## src/inc/swsc_pkg.sv

```systemverilog
// Package of constants and types for the slave watchdog and state control block
package swsc_pkg;

  // Core clock and watchdog base clock rates
  localparam int unsigned CORE_CLK_HZ = 100_000_000; // Core clock in Hz
  localparam int unsigned BASE_CLK_HZ = 25_000_000; // Watchdog base clock in Hz
  localparam int unsigned BASE_DIV = CORE_CLK_HZ / BASE_CLK_HZ; // Core cycles per base tick

  // Register word width and offsets
  localparam int unsigned REG_W = 16; // Register data width
  localparam logic [15:0] OFS_WD_PRESCALER = 16'h0400; // Shared tick prescaler
  localparam logic [15:0] OFS_APP_TIMER = 16'h0410; // Application-side timer
  localparam logic [15:0] OFS_BUS_TIMER = 16'h0420; // Bus-side timer

  // Reset values
  localparam logic [15:0] RST_WD_PRESCALER = 16'h09c2; // 2500 base ticks minus two
  localparam logic [15:0] RST_BUS_TIMER = 16'h03e8; // 1000 watchdog ticks
  localparam logic [15:0] RST_APP_TIMER = 16'h03e8; // Same default as bus side

  // Extra base ticks added to the prescaler value
  localparam logic [16:0] PRESC_OFFSET = 17'h0_0002; // Tick length is prescaler plus this

  // Monitor indices
  localparam int unsigned MON_APP = 0; // Application-side monitor
  localparam int unsigned MON_BUS = 1; // Bus-side monitor
  localparam int unsigned MON_N = 2; // Number of monitors

  // Application state requests, as coded on the request port
  localparam logic [2:0] REQ_INIT = 3'h1; // Request initial state
  localparam logic [2:0] REQ_PREOP = 3'h2; // Request pre-operational state
  localparam logic [2:0] REQ_BOOT = 3'h3; // Request firmware-update state
  localparam logic [2:0] REQ_SAFEOP = 3'h4; // Request safe-operational state
  localparam logic [2:0] REQ_OP_CODE = 3'h5; // Request operational state

  // Application state machine states
  typedef enum logic [2:0] {
    ST_INIT,
    ST_PREOP,
    ST_COPY,
    ST_SAFEOP,
    ST_OP,
    ST_BOOT
  } swsc_state_t;

endpackage : swsc_pkg

```

## src/core/swsc_top.sv

```systemverilog
// Watchdog monitors and application state machine of the slave controller
`timescale 1ns/1ps
module swsc_top
  import swsc_pkg::*;
#(
  parameter int unsigned OUT_W = 16 // Width of the output image
) (
  input wire logic core_clk_i, // Core clock, 100 MHz
  input wire logic sys_rst_i, // Synchronous reset, active high
  input wire logic reg_wr_i, // Register write strobe
  input wire logic reg_rd_i, // Register read strobe
  input wire logic [15:0] reg_addr_i, // Register byte offset
  input wire logic [REG_W-1:0] reg_wdata_i, // Register write data
  output logic [REG_W-1:0] reg_rdata_o, // Register read data
  output logic reg_ack_o, // Access answered, one cycle
  input wire logic pd_access_i, // Successful process data access, pulse
  input wire logic app_access_i, // Local application interface access, pulse
  input wire logic state_req_i, // State change request strobe
  input wire logic [2:0] state_code_i, // Requested state code
  input wire logic mbx_cfg_ok_i, // Mailbox channels 0 and 1 valid
  input wire logic pd_cfg_ok_i, // Process data channels and mapping valid
  input wire logic clk_sync_ok_i, // Clock-sync settings valid
  input wire logic copy_done_i, // Input copy to dual-port memory finished
  input wire logic [OUT_W-1:0] out_data_i, // Output data from the master
  input wire logic [OUT_W-1:0] safe_value_i, // Configured safe output value
  output logic copy_inputs_o, // Start input copy, pulse
  output logic state_ack_o, // State change accepted, pulse
  output logic state_err_o, // State change refused, pulse
  output logic [2:0] app_state_o, // Current application state
  output logic bus_wd_expired_o, // Bus-side timeout flag
  output logic app_wd_expired_o, // Application-side timeout flag
  output logic mbx_allowed_o, // Mailbox traffic allowed
  output logic file_xfer_only_o, // Only mailbox file transfer allowed
  output logic pd_allowed_o, // Process data traffic allowed
  output logic inputs_update_o, // Inputs updated cyclically
  output logic [OUT_W-1:0] out_o // Physical output image
);

  // Elaboration-time parameter check
  // The output image must be at least one bit and fit a sensible bus
  if (OUT_W < 1 || OUT_W > 1024) begin : g_chk
    $error("OUT_W out of range");
  end

  // Registers
  // Timers and counters are indexed by monitor, MON_APP and MON_BUS
  logic [REG_W-1:0] presc_reg; // Shared prescaler
  logic [REG_W-1:0] timer_reg [MON_N]; // Per-monitor timers
  logic [REG_W-1:0] rdata_reg; // Read data
  logic ack_reg; // Access answer
  logic [1:0] base_cnt_reg; // Core to base clock divider
  logic base_en_reg; // Base tick enable
  logic [16:0] presc_cnt_reg; // Base ticks within a watchdog tick
  logic wd_tick_reg; // Watchdog tick enable
  logic [REG_W-1:0] mon_cnt_reg [MON_N]; // Ticks since last access
  logic [MON_N-1:0] expired_reg; // Timeout flags
  swsc_state_t state_reg; // Application state
  swsc_state_t state_next; // Next application state
  logic ack_next; // Accept pulse next
  logic err_next; // Refuse pulse next
  logic copy_reg; // Copy request pulse
  logic copy_next; // Copy request next
  logic state_ack_reg; // Accept pulse
  logic state_err_reg; // Refuse pulse
  logic [OUT_W-1:0] out_reg; // Output image

  // Register decode
  // Offsets are full byte addresses; any other address is unmapped
  // Unmapped reads return zero, unmapped writes are dropped, both are answered
  wire sel_presc = reg_addr_i == OFS_WD_PRESCALER; // Prescaler hit
  wire sel_app = reg_addr_i == OFS_APP_TIMER; // Application timer hit
  wire sel_bus = reg_addr_i == OFS_BUS_TIMER; // Bus timer hit
  wire [REG_W-1:0] rd_mux = sel_presc ? presc_reg :
                            sel_app ? timer_reg[MON_APP] :
                            sel_bus ? timer_reg[MON_BUS] : '0; // Unmapped reads zero
  // A tick spans the register value plus two base ticks
  // The sum is one bit wider so the largest register value cannot wrap
  wire [16:0] presc_last = {1'b0, presc_reg} + PRESC_OFFSET - 17'h0_0001; // Last base tick
  wire [MON_N-1:0] mon_access = {pd_access_i, app_access_i}; // Access events per monitor

  // Register write and read; a write strobe to a mapped offset always lands
  // A write lands at the edge that takes the strobe; the next tick uses it
  // Read data is latched once per read and holds until the next read
  // The answer is one registered pulse per access
  always_ff @(posedge core_clk_i) begin
    if (sys_rst_i) begin
      presc_reg <= RST_WD_PRESCALER;
      timer_reg[MON_APP] <= RST_APP_TIMER;
      timer_reg[MON_BUS] <= RST_BUS_TIMER;
      rdata_reg <= '0;
      ack_reg <= 1'b0;
    end else begin
      if (reg_wr_i && sel_presc) presc_reg <= reg_wdata_i;
      if (reg_wr_i && sel_app) timer_reg[MON_APP] <= reg_wdata_i;
      if (reg_wr_i && sel_bus) timer_reg[MON_BUS] <= reg_wdata_i;
      if (reg_rd_i) rdata_reg <= rd_mux;
      // Every access is answered, mapped or not
      ack_reg <= reg_rd_i | reg_wr_i;
    end
  end

  // Base clock enable: one pulse every BASE_DIV core cycles
  // The divider runs freely from reset; accesses never touch its phase
  always_ff @(posedge core_clk_i) begin
    if (sys_rst_i) begin
      base_cnt_reg <= '0;
      base_en_reg <= 1'b0;
    end else begin
      base_cnt_reg <= base_cnt_reg + 2'h1;
      // Pulse on the last count so the enable stands one cycle
      base_en_reg <= base_cnt_reg == 2'(BASE_DIV - 1);
    end
  end

  // Shared prescaler: one watchdog tick per prescaler plus two base ticks
  // Both monitors count the same tick, so their phases cannot drift apart
  // A smaller value written mid-count ends the current tick at once
  always_ff @(posedge core_clk_i) begin
    if (sys_rst_i) begin
      presc_cnt_reg <= '0;
      wd_tick_reg <= 1'b0;
    end else begin
      // Tick is a one-cycle pulse, low by default
      wd_tick_reg <= 1'b0;
      if (base_en_reg) begin
        if (presc_cnt_reg >= presc_last) begin
          presc_cnt_reg <= '0;
          wd_tick_reg <= 1'b1;
        end else begin
          presc_cnt_reg <= presc_cnt_reg + 17'h0_0001;
        end
      end
    end
  end

  // Timeout monitors, index 0 local interface, index 1 bus side
  // An access clears the flag even when a tick would set it in that cycle
  // The tick phase is not restarted by an access, so a timeout may come
  // up to one tick early; the count itself always restarts from zero
  // A timer of zero parks the monitor with its flag low
  for (genvar m = 0; m < MON_N; m++) begin : g_mon
    wire enabled = timer_reg[m] != '0;
    // One counter and one flag per monitor
    always_ff @(posedge core_clk_i) begin
      if (sys_rst_i) begin
        mon_cnt_reg[m] <= '0;
        expired_reg[m] <= 1'b0;
      end else if (mon_access[m]) begin
        mon_cnt_reg[m] <= '0;
        expired_reg[m] <= 1'b0;
      end else if (!enabled) begin
        mon_cnt_reg[m] <= '0;
        expired_reg[m] <= 1'b0;
      end else if (wd_tick_reg && !expired_reg[m]) begin
        mon_cnt_reg[m] <= mon_cnt_reg[m] + 16'h0001;
        if (mon_cnt_reg[m] + 16'h0001 >= timer_reg[m]) begin
          expired_reg[m] <= 1'b1;
        end
      end
    end
  end

  // Application state transitions
  // Refused requests answer with a pulse and leave the state alone
  // While the input copy runs, new requests are ignored, not refused
  // Only the initial state may lead to firmware update
  // Downward moves need no checks; moves up into pre-operational and safe-operational check their settings first
  always_comb begin
    state_next = state_reg;
    ack_next = 1'b0;
    err_next = 1'b0;
    copy_next = 1'b0;
    // Copy wait: only the copy-done answer moves the machine on
    if (state_reg == ST_COPY) begin
      if (copy_done_i) begin
        state_next = ST_SAFEOP;
        ack_next = 1'b1;
      end
    end else if (state_req_i) begin
      ack_next = 1'b1;
      // Decode the requested code against the present state
      unique case (state_code_i)
        REQ_INIT: state_next = ST_INIT;
        REQ_PREOP: begin
          if (state_reg == ST_INIT && mbx_cfg_ok_i) state_next = ST_PREOP;
          else if (state_reg == ST_SAFEOP || state_reg == ST_OP || state_reg == ST_PREOP)
            state_next = ST_PREOP;
          else begin
            ack_next = 1'b0;
            err_next = 1'b1;
          end
        end
        REQ_BOOT: begin
          if (state_reg == ST_INIT || state_reg == ST_BOOT) state_next = ST_BOOT;
          else begin
            ack_next = 1'b0;
            err_next = 1'b1;
          end
        end
        REQ_SAFEOP: begin
          if (state_reg == ST_PREOP && pd_cfg_ok_i && clk_sync_ok_i) begin
            state_next = ST_COPY;
            copy_next = 1'b1;
            ack_next = 1'b0;
          end else if (state_reg == ST_OP || state_reg == ST_SAFEOP) state_next = ST_SAFEOP;
          else begin
            ack_next = 1'b0;
            err_next = 1'b1;
          end
        end
        REQ_OP_CODE: begin
          if (state_reg == ST_SAFEOP || state_reg == ST_OP) state_next = ST_OP;
          else begin
            ack_next = 1'b0;
            err_next = 1'b1;
          end
        end
        default: begin
          ack_next = 1'b0;
          err_next = 1'b1;
        end
      endcase
    end
  end

  // State register; a bus timeout leaves the state where it is
  // Answer pulses are registered so each stands for exactly one cycle
  always_ff @(posedge core_clk_i) begin
    if (sys_rst_i) begin
      state_reg <= ST_INIT;
      state_ack_reg <= 1'b0;
      state_err_reg <= 1'b0;
      copy_reg <= 1'b0;
    end else begin
      state_reg <= state_next;
      state_ack_reg <= ack_next;
      state_err_reg <= err_next;
      copy_reg <= copy_next;
    end
  end

  // Output image: master data only in operational without a bus timeout
  // Every other state, and any pending bus timeout, shows the safe value
  // The safe value is taken each cycle, so a new preset shows one cycle later
  wire out_live = state_reg == ST_OP && !expired_reg[MON_BUS];
  always_ff @(posedge core_clk_i) begin
    if (sys_rst_i) out_reg <= '0;
    else if (out_live) out_reg <= out_data_i;
    else out_reg <= safe_value_i;
  end

  // Traffic permissions and status, all registered
  // Decoded from the next state so they change in step with the state port
  // File transfer only is set alongside mailbox in firmware update
  always_ff @(posedge core_clk_i) begin
    if (sys_rst_i) begin
      mbx_allowed_o <= 1'b0;
      file_xfer_only_o <= 1'b0;
      pd_allowed_o <= 1'b0;
      inputs_update_o <= 1'b0;
      app_state_o <= '0;
      bus_wd_expired_o <= 1'b0;
      app_wd_expired_o <= 1'b0;
    end else begin
      mbx_allowed_o <= state_next != ST_INIT;
      file_xfer_only_o <= state_next == ST_BOOT;
      pd_allowed_o <= state_next == ST_SAFEOP || state_next == ST_OP;
      inputs_update_o <= state_next == ST_SAFEOP || state_next == ST_OP;
      app_state_o <= state_next;
      bus_wd_expired_o <= expired_reg[MON_BUS];
      app_wd_expired_o <= expired_reg[MON_APP];
    end
  end

  // Outputs come straight from their flip-flops
  assign reg_rdata_o = rdata_reg;
  assign reg_ack_o = ack_reg;
  assign copy_inputs_o = copy_reg;
  assign state_ack_o = state_ack_reg;
  assign state_err_o = state_err_reg;
  assign out_o = out_reg;

endmodule : swsc_top

```

## config.mk

```make
export PLATFORM = sky130hd
export DESIGN_NAME = swsc_top
export DESIGN_NICKNAME = d
export VERILOG_FILES = /design/src/inc/swsc_pkg.sv /design/src/core/swsc_top.sv
export SDC_FILE = /design/constraint.sdc
export NUM_CORES = 1
export LEC_CHECK = 0
export BUFFER_PORTS_ARGS = -buffer_cell sky130_fd_sc_hd__buf_2
export CAP_MARGIN = 5
export CORE_ASPECT_RATIO = 1.1
export CORE_MARGIN = 8
export CORE_UTILIZATION = 52
export CTS_BUF_LIST = sky130_fd_sc_hd__clkbuf_16
export DETAILED_ROUTE_END_ITERATION = 8
export GPL_TIMING_DRIVEN = 0
export MAX_ROUTING_LAYER = met4
export PLACE_DENSITY = 0.77
export SETUP_SLACK_MARGIN = 0.2
export SYNTH_ARGS = -nofsm -noshare
export SYNTH_HDL_FRONTEND = slang
export SYNTH_SLANG_ARGS = --single-unit
```

## constraint.sdc

```tcl
create_clock -name core_clk_i -period 2.9 [get_ports core_clk_i]
set_clock_uncertainty 0.05 [all_clocks]
set_input_delay 0.145 -clock core_clk_i [delete_from_list [all_inputs] [get_ports core_clk_i]]
set_output_delay 0.145 -clock core_clk_i [all_outputs]
set_load 0.03 [all_outputs]
```

==> impl_table.tex, run 1 <==
\begin{tabular}{lr}
\hline
Metric & Value \\
\hline
\multicolumn{2}{l}{\textbf{Timing}} \\
\quad Maximum clock rate & 0.343 GHz \\
\quad Worst-Margin Slew & 0.802 ns \\
\quad Time the worst path needs with I/O delays and setup & between 2 and 3 ns \\
\quad Setup-violating endpoint count in the final report & 10 \\
\quad Slew headroom & between 40\% and 50\% \\
\quad Final setup TNS & -0.100 ns \\
\quad Period utilisation layout & 101\% \\
\quad Final count of hold timing violations & 0 \\
\quad Max-slew violation count & 0 \\
\quad Slack of the critical path & -0.0162 ns \\
\quad Unrepaired setup endpoints after global routing & yes \\
\multicolumn{2}{l}{\textbf{Global routing}} \\
\quad GRT overflow & 0 \\
\quad Initial antenna violation count & 1 \\
\quad Wire length of the first global-routing pass & 37.1 mm \\
\quad Total GRT Usage & between 20\% and 30\% \\
\quad Vias in the first global route & 7423 \\
\quad Maximum number of pins on one net before global-route repair & 17 \\
\multicolumn{2}{l}{\textbf{Floorplanning}} \\
\quad Initial Util & roughly 53\% \\
\quad Die height & 146 µm \\
\quad Area enclosed by the die boundary & between 15000 and 20000 µm² \\
\quad Area of the core & 15000 µm² \\
\quad Count of boundary I/O pins & about 120 \\
\quad Site row count & 47 \\
\quad Overall die width & 134 µm \\
\multicolumn{2}{l}{\textbf{Setup path}} \\
\quad Critical path required time & $\sim$3.2 ns \\
\quad Type of element capturing the critical path & register \\
\quad Startpoint kind of the worst setup timing path & register \\
\quad Delay of the slowest critical-path stage & 0.36 ns \\
\quad Critical path, cell by cell & and3\_4, and4\_4, nand4\_1, buf\_4, nor3\_4, xnor2\_1, ha\_1, nand4\_1, buf\_4, a21oi\_2, o41ai\_4, a21boi\_2, clkbuf\_8, nor3\_2 \\
\quad Master of the slowest instance on the critical path & sky130\_fd\_sc\_hd\_\_dfxtp\_4 \\
\quad Worst path bufs/invs & 3 \\
\quad Critical Path AT & approximately 3.2 ns \\
\quad Setup Crit Path Kind & reg2reg \\
\quad Cell family contributing the most delay on the critical path & simple AND/OR/NAND/NOR gates \\
\quad Highest fanout seen on the critical path & 5 \\
\multicolumn{2}{l}{\textbf{Run status}} \\
\quad Outcome & complete, but fails checks \\
\quad Violations in the final reports & setup timing \\
\multicolumn{2}{l}{\textbf{Placement}} \\
\quad HPWL after DPL & about 16 mm \\
\quad Port Buf Inserts & between 100 and 150 \\
\quad Post-placement cell area & between 8000 and 9000 µm² \\
\quad Routability congestion estimate from global placement & approximately 0.92 \\
\multicolumn{2}{l}{\textbf{Cells and area}} \\
\quad \# fillers & around 1100 \\
\quad Nets@finish & between 1000 and 1500 \\
\quad Final design area excluding fillers & 10500 µm² \\
\quad Fraction of final layout cells with drive strength greater than 1 & $\sim$24\% \\
\quad Signed area change from the synthesized netlist to the final layout & 32.0\% \\
\quad Core Util, Final & 70.0\% \\
\multicolumn{2}{l}{\textbf{Drt}} \\
\quad Vias per inst & 5.71 \\
\quad Via count & approximately 7300 \\
\quad Metal3 WL & 1.61 mm \\
\quad Top Metal Used & met4 \\
\quad Routed metal-1 wire length & slightly below 10 mm \\
\quad Drt initial violations & between 500 and 600 \\
\quad Met2 WL post-DR & 11.5 mm \\
\quad First-pass iteration count of the detailed router & 5 \\
\quad Wirelength, routed & 23.7 mm \\
\quad Antenna-violating nets left & 0 \\
\quad Average wire per cell in the routed design & between 15 and 20 µm \\
\quad Drc violations & 0 \\
\multicolumn{2}{l}{\textbf{Power and ir drop}} \\
\quad Pleak & about 4.5 nW \\
\quad Peak ir drop on the vdd network & $\sim$0.43 mV \\
\quad Total Power Consumption & roughly 5.2 mW \\
\quad Power per standard cell area & roughly 500 nW/µm² \\
\multicolumn{2}{l}{\textbf{Synth}} \\
\quad Share of synthesized flip-flops with an asynchronous set or reset & 0\% \\
\quad Post-synth net total & slightly below 1000 \\
\quad Top cells by area, synth & sky130\_fd\_sc\_hd\_\_edfxtp\_1 24\%, sky130\_fd\_sc\_hd\_\_dfxtp\_1 21\%, sky130\_fd\_sc\_hd\_\_ha\_1 8.5\% \\
\quad Total of flip-flops plus latches after synthesis & 147 \\
\quad Post-synthesis instance area & just under 8000 µm² \\
\quad Post-synthesis instance total & around 840 \\
\quad Number of distinct library cells after synthesis & between 60 and 70 \\
\quad Most used flip-flop cell after synthesis & sky130\_fd\_sc\_hd\_\_dfxtp\_1 \\
\quad Leading area contributor after synthesis & sky130\_fd\_sc\_hd\_\_edfxtp\_1 \\
\quad Post-synth EDFFs & 64 \\
\quad Number of warnings issued by yosys & 0 \\
\quad Sequential element share of the synthesized area & a little under half \\
\quad Post-synthesis average cell area & between 9 and 10 µm² \\
\quad Share of the synthesized area in the top cell type & about a quarter \\
\multicolumn{2}{l}{\textbf{Clocking}} \\
\quad Clock tree buffer depth & 2 \\
\quad TritonCTS clock tree & built \\
\quad Root cell of the clock tree & sky130\_fd\_sc\_hd\_\_clkbuf\_16 \\
\quad Source-to-sink clock delay at the later pin of the worst-skew pair & about 0.43 ns \\
\quad Total clock buffers created by CTS & 17 \\
\quad H-tree lvl count & 4 \\
\quad Register clock-pin slew on the reported worst setup and hold paths & approximately 0.060 ns \\
\quad Clock Sink Count & 147 \\
\multicolumn{2}{l}{\textbf{Run}} \\
\quad Maximum capacitance violations & 0 \\
\multicolumn{2}{l}{\textbf{Min path}} \\
\quad Worst min path class & in2reg \\
\hline
\end{tabular}
-- metal layers --
metal / vias to the layer above / track usage, %
met5: - / -
met4: 0 / 10.6
met3: 66 / 5.08
met2: 317 / 40.0
met1: 3426 / 29.2
li1: 3458 / -
-- report_power, final --
group,switching (mW),internal [mW],total (mW)
clock network,0.890,1.48,2.37
logic,0.327,0.245,0.572
registers,0.0604,2.23,2.29
total,1.28,3.96,5.24
-- placed cells by master, fill, tap and decap left out, types with 7 or more instances in the layout --
| cell | synthesis | layout |
|---|---|---|
| sky130_fd_sc_hd__and3_4 | 0 | 8 |
| sky130_fd_sc_hd__and3_1 | 19 | 11 |
| sky130_fd_sc_hd__nor3_1 | 35 | 21 |
| sky130_fd_sc_hd__nand3b_1 | 8 | 8 |
| sky130_fd_sc_hd__buf_4 | 1 | 29 |
| sky130_fd_sc_hd__a21o_1 | 13 | 13 |
| sky130_fd_sc_hd__nand3_1 | 28 | 27 |
| sky130_fd_sc_hd__nor4_1 | 10 | 9 |
| sky130_fd_sc_hd__ha_1 | 54 | 51 |
| sky130_fd_sc_hd__nand2_1 | 104 | 102 |
| sky130_fd_sc_hd__clkbuf_1 | 24 | 23 |
| sky130_fd_sc_hd__a221oi_1 | 17 | 15 |
| sky130_fd_sc_hd__dfxtp_1 | 83 | 78 |
| sky130_fd_sc_hd__nand4_1 | 14 | 14 |
| sky130_fd_sc_hd__inv_1 | 39 | 40 |
| sky130_fd_sc_hd__xor2_1 | 27 | 25 |
| sky130_fd_sc_hd__a21oi_1 | 47 | 44 |
| sky130_fd_sc_hd__o21ai_0 | 10 | 7 |
| sky130_fd_sc_hd__nand2b_1 | 18 | 18 |
| sky130_fd_sc_hd__nor2b_1 | 43 | 41 |
| sky130_fd_sc_hd__nor2_1 | 46 | 45 |
| sky130_fd_sc_hd__dlygate4sd3_1 | 0 | 50 |
| sky130_fd_sc_hd__edfxtp_1 | 64 | 64 |
| sky130_fd_sc_hd__and2_1 | 11 | 11 |
| sky130_fd_sc_hd__o21ai_1 | 19 | 20 |
| sky130_fd_sc_hd__buf_2 | 8 | 130 |
| sky130_fd_sc_hd__xnor2_1 | 28 | 25 |
| sky130_fd_sc_hd__clkbuf_16 | 0 | 18 |
| sky130_fd_sc_hd__nor3_2 | 1 | 14 |
-- cell type report --
| type | instances | area, µm² | share of cell area, % |
|---|---|---|---|
| diodes | 1 | 2.50 | 0.0239 |
| plain buffers | 34 | 151 | 1.44 |
| clock buffers | 18 | 450 | 4.29 |
| clock inverters | 14 | 183 | 1.74 |
| inverters | 41 | 154 | 1.47 |
| multi-input cells | 620 | 4370 | 41.6 |
| flip-flops and latches | 147 | 3600 | 34.3 |
| well taps | 196 | 245 | 2.34 |
| repair buffers | 201 | 1340 | 12.7 |
-- what timing repair did --
| item | 4_1_cts | 5_1_grt |
|---|---|---|
| endpoints found under the setup margin | 20 | 27 |
| hold buffers | 50 | 0 |
| hold endpoints to repair | 50 | 0 |
| cloned | 1 | 0 |
| pin swaps | 26 | 17 |
| setup buffers | 19 | 7 |
| resized for setup | 33 | 15 |
-- worst paths after layout --
check	start	to	slack, ns	cells past startpoint
max	presc_reg[4]	presc_cnt_reg[4]	-0.02	14
min	copy_done_i	state_ack_o	0.02	3
min reg2reg	base_cnt_reg[0]	base_cnt_reg[0]	0.37	1
max reg2reg	presc_reg[4]	presc_cnt_reg[4]	-0.02	14
-- cells by family (layout without fill, tap and decap cells) --
family | Yosys count | in the layout | share of synthesized area (%)
buf+inv | 75 | 308 | 3.72
compound gates | 144 | 144 | 12.0
fa+ha+maj | 54 | 54 | 8.50
simple gates | 367 | 367 | 24.7
flops | 147 | 147 | 45.1
other cells | 0 | 1 | 0
xor+xnor | 55 | 55 | 6.06
-- synthesized netlist by cell type (all sizes together), types with 28 or more instances --
| cell type | count |
|---|---|
| nor2 | 47 |
| ha | 54 |
| inv | 40 |
| nor3 | 37 |
| dfxtp | 83 |
| edfxtp | 64 |
| nor2b | 43 |
| nand2 | 104 |
| xnor2 | 28 |
| o21ai | 29 |
| nand3 | 28 |
| a21oi | 47 |
-- per-stage QoR --
step / hold WS [ns] / std cells / setup WS [ns]
CTS: 0.00152 / 1264 / 0.0339
finish: 0.0241 / 1272 / -0.0162
global placement: 0.321 / 1160 / -0.141
detailed placement: 0.339 / 1162 / -0.213
global route: 0.0447 / 1272 / -0.148
floorplan: 0.211 / 842 / 0.161
-- tightest hold or removal path: stages --
cell and delay (ns):
sky130_fd_sc_hd__buf_2 0.10, sky130_fd_sc_hd__nand3_1 0.13, sky130_fd_sc_hd__a21oi_1 0.08
Note: power is estimated with default switching activity, not from simulation.
==> inputs of run 2 (changes only) <==
--- a/config.mk
+++ b/config.mk
@@ -6,15 +6,17 @@
 export NUM_CORES = 1
 export LEC_CHECK = 0
 export BUFFER_PORTS_ARGS = -buffer_cell sky130_fd_sc_hd__buf_2
-export CAP_MARGIN = 5
+export CAP_MARGIN = 10
+export CELL_PAD_IN_SITES_DETAIL_PLACEMENT = 1
+export CELL_PAD_IN_SITES_GLOBAL_PLACEMENT = 1
 export CORE_ASPECT_RATIO = 1.1
 export CORE_MARGIN = 8
-export CORE_UTILIZATION = 52
+export CORE_UTILIZATION = 40
 export CTS_BUF_LIST = sky130_fd_sc_hd__clkbuf_16
 export DETAILED_ROUTE_END_ITERATION = 8
 export GPL_TIMING_DRIVEN = 0
 export MAX_ROUTING_LAYER = met4
-export PLACE_DENSITY = 0.77
+export PLACE_DENSITY_LB_ADDON = 0.1
 export SETUP_SLACK_MARGIN = 0.2
 export SYNTH_ARGS = -nofsm -noshare
 export SYNTH_HDL_FRONTEND = slang
==> constraint.sdc (replaced) <==
create_clock -name core_clk_i -period 2.9 [get_ports core_clk_i]
set_clock_uncertainty 0.05 [all_clocks]
set_input_delay 0.29 -clock core_clk_i [delete_from_list [all_inputs] [get_ports core_clk_i]]
set_output_delay 0.29 -clock core_clk_i [all_outputs]
set_load 0.03 [all_outputs]
==> run 2 against run 1 <==
The flow still finishes with violations (setup timing). Count of clock-buffer cells in the layout unchanged. Clock power shrank 7%. Cell area decreased by 3.7%. Sequential cell count is the same. Combinational power shrank 10%. Hold slack improved by 0.026 ns. Critical path depth is 1 lower. Final cell count increased by 0.71%. Sequential power about the same. Highest routed layer unchanged.
==> impl_table.tex, run 2 (synthesis results as in run 1) <==
\begin{tabular}{lr}
\hline
Metric & Value \\
\hline
\multicolumn{2}{l}{\textbf{Run status}} \\
\quad Outcome & complete, but fails checks \\
\quad Violations in the final reports & setup timing \\
\multicolumn{2}{l}{\textbf{Placement}} \\
\quad Post-placement cell count & around 1200 \\
\quad Setup WS pre-CTS & -0.345 ns \\
\quad Routability congestion estimate from global placement & $\sim$0.85 \\
\quad HPWL after DPL & approximately 19 mm \\
\quad Port Buf Inserts & roughly 120 \\
\multicolumn{2}{l}{\textbf{Clocking}} \\
\quad Total clock buffers created by CTS & 17 \\
\quad Source-to-sink clock delay at the later pin of the worst-skew pair & 0.42 ns \\
\quad Clock tree buffer depth & 2 \\
\quad Root cell of the clock tree & sky130\_fd\_sc\_hd\_\_clkbuf\_16 \\
\quad Clock Sink Count & between 100 and 150 \\
\quad TritonCTS clock tree & built \\
\quad Register clock-pin slew on the reported worst setup and hold paths & approximately 0.060 ns \\
\quad H-tree lvl count & 4 \\
\multicolumn{2}{l}{\textbf{Floorplanning}} \\
\quad Area enclosed by the die boundary & roughly 25000 µm² \\
\quad Count of boundary I/O pins & 123 \\
\quad Die height & around 160 µm \\
\quad Site row count & 54 \\
\quad Overall die width & 150 µm \\
\quad Initial Util & between 40\% and 50\% \\
\quad Area of the core & about 20000 µm² \\
\multicolumn{2}{l}{\textbf{Power and ir drop}} \\
\quad Int Power & between 3 and 4 mW \\
\quad Pleak & $\sim$4.3 nW \\
\quad Clock group share of total power & between 40\% and 50\% \\
\quad Net Sw Frac & approximately a quarter \\
\quad Switching power & 1.26 mW \\
\quad Total Power Consumption & $\sim$5.0 mW \\
\quad Power per standard cell area & approximately 500 nW/µm² \\
\quad Part of the power in combinational logic & 10.3\% \\
\quad Reg power frac & between 40\% and 50\% \\
\quad Peak ir drop on the vdd network & 0.413 mV \\
\multicolumn{2}{l}{\textbf{Global routing}} \\
\quad Total GRT Usage & about a fifth \\
\quad GRT overflow & 0 \\
\quad Maximum number of pins on one net before global-route repair & 17 \\
\quad Initial antenna violation count & 1 \\
\quad Wire length of the first global-routing pass & just under 40 mm \\
\quad Vias in the first global route & between 7000 and 8000 \\
\multicolumn{2}{l}{\textbf{Timing}} \\
\quad Setup-violating endpoint count in the final report & 1 \\
\quad Slew headroom & 40.1\% \\
\quad Max-slew violation count & 0 \\
\quad Final count of hold timing violations & 0 \\
\quad Period utilisation layout & 101\% \\
\quad Worst-Margin Slew & roughly 0.9 ns \\
\quad Maximum clock rate & 0.342 GHz \\
\quad Unrepaired setup endpoints after global routing & yes \\
\quad Slack of the critical path & -0.0240 ns \\
\quad Time the worst path needs with I/O delays and setup & around 2.9 ns \\
\multicolumn{2}{l}{\textbf{Cells and area}} \\
\quad Most common library cell in the layout ignoring fill and taps & sky130\_fd\_sc\_hd\_\_buf\_2 \\
\quad Fraction of final layout cells with drive strength greater than 1 & roughly a quarter \\
\quad Signed area change from the synthesized netlist to the final layout & 27.2\% \\
\quad \# fillers & roughly 2300 \\
\quad Leading cell types in the layout, fill and taps excluded & 130 x sky130\_fd\_sc\_hd\_\_buf\_2, 103 x sky130\_fd\_sc\_hd\_\_nand2\_1, 76 x sky130\_fd\_sc\_hd\_\_dfxtp\_1 \\
\quad Core Util, Final & between 50\% and 60\% \\
\quad Nets@finish & 1147 \\
\quad Non-Filler Instances & approximately 1300 \\
\multicolumn{2}{l}{\textbf{Drt}} \\
\quad Wirelength, routed & between 20 and 25 mm \\
\quad Vias per inst & between 5 and 6 \\
\quad First-pass iteration count of the detailed router & 5 \\
\quad Via count & between 6000 and 7000 \\
\quad Drc violations & 0 \\
\quad Drt initial violations & 250 \\
\quad Antenna-violating nets left & 0 \\
\quad Average wire per cell in the routed design & between 15 and 20 µm \\
\multicolumn{2}{l}{\textbf{Setup path}} \\
\quad Critical path required time & 3.14 ns \\
\quad Setup Crit Path Kind & reg2reg \\
\quad Startpoint kind of the worst setup timing path & register \\
\quad Delay of the slowest critical-path stage & slightly above 0.4 ns \\
\quad Type of element capturing the critical path & register \\
\quad Highest fanout seen on the critical path & 5 \\
\quad Critical Path AT & around 3.2 ns \\
\quad Master of the slowest instance on the critical path & sky130\_fd\_sc\_hd\_\_o41ai\_4 \\
\quad Critical path, cell by cell & and3\_4, and3\_4, and4\_4, nand2\_2, xor2\_1, ha\_1, a21oi\_2, o21ai\_2, o41ai\_4, a21boi\_2, buf\_6, buf\_6, nor2b\_4 \\
\multicolumn{2}{l}{\textbf{Run}} \\
\quad Maximum capacitance violations & 0 \\
\multicolumn{2}{l}{\textbf{Min path}} \\
\quad Worst min path class & in2reg \\
\hline
\end{tabular}
-- run 2: area by class of cell --
class	instances	area (µm²)	share of cell area, %
sequential	147	3600	35.7
multi-input combinational	620	4420	43.7
buffer	34	153	1.51
inverter	41	154	1.52
antenna	1	2.50	0.0248
clock buffer	18	450	4.46
tap	252	315	3.12
clock inverter	14	138	1.36
timing repair buffer	154	870	8.61
-- run 2: stage by stage --
step	area, µm²	hold slack [ns]	setup TNS [ns]
floorplan	8060	0.349	0
global placement	8980	0.368	-3.54
detailed placement	9000	0.366	-5.06
CTS	9910	0.0430	-0.595
global route	10100	0.0477	-1.67
finish	10100	0.0498	-0.0240
-- run 2: final timing paths --
path / startpoint / endpoint / slack (ns) / cells past startpoint
hold / removal: reg_wdata_i[11] / presc_reg[11] / 0.05 / 3
hold reg to reg: base_cnt_reg[0] / base_cnt_reg[0] / 0.37 / 1
setup reg to reg: presc_reg[4] / wd_tick_reg / -0.02 / 13
setup / recovery: presc_reg[4] / wd_tick_reg / -0.02 / 13
-- run 2: repair_timing --
item,CTS,global route
endpoints found under the setup margin,20,21
resized for setup,33,26
pin swaps,28,26
hold buffers,0,0
endpoints found under the hold margin,0,0
buffers inserted,23,6
cloned,1,0
-- run 2: per-layer routing --
metal,routed length (µm),global-route usage [%]
met1,10500,24.3
met2,13000,36.3
met3,690,2.81
met4,541,6.87
met5,0,-
-- run 2: critical path, delay by kind of cell, from the launching register on --
family | cells | cell delay [ns]
AO/OA/AOI/OAI | 4 | 0.82
AND/OR/NAND/NOR | 5 | 0.80
flip-flops | 1 | 0.35
adder cells (fa/ha/maj) | 1 | 0.34
buffers and inverters | 2 | 0.27
XOR/XNOR | 1 | 0.15
-- run 2: power by group through the flow --
stage,sequential (mW),combinational [mW],clock (mW)
final,2.29,0.515,2.20
after detailed placement,2.34,0.483,0
after CTS,2.29,0.506,2.23
after global routing,2.30,0.568,2.32
after global placement,2.34,0.473,0
after floorplan,2.38,0.235,0
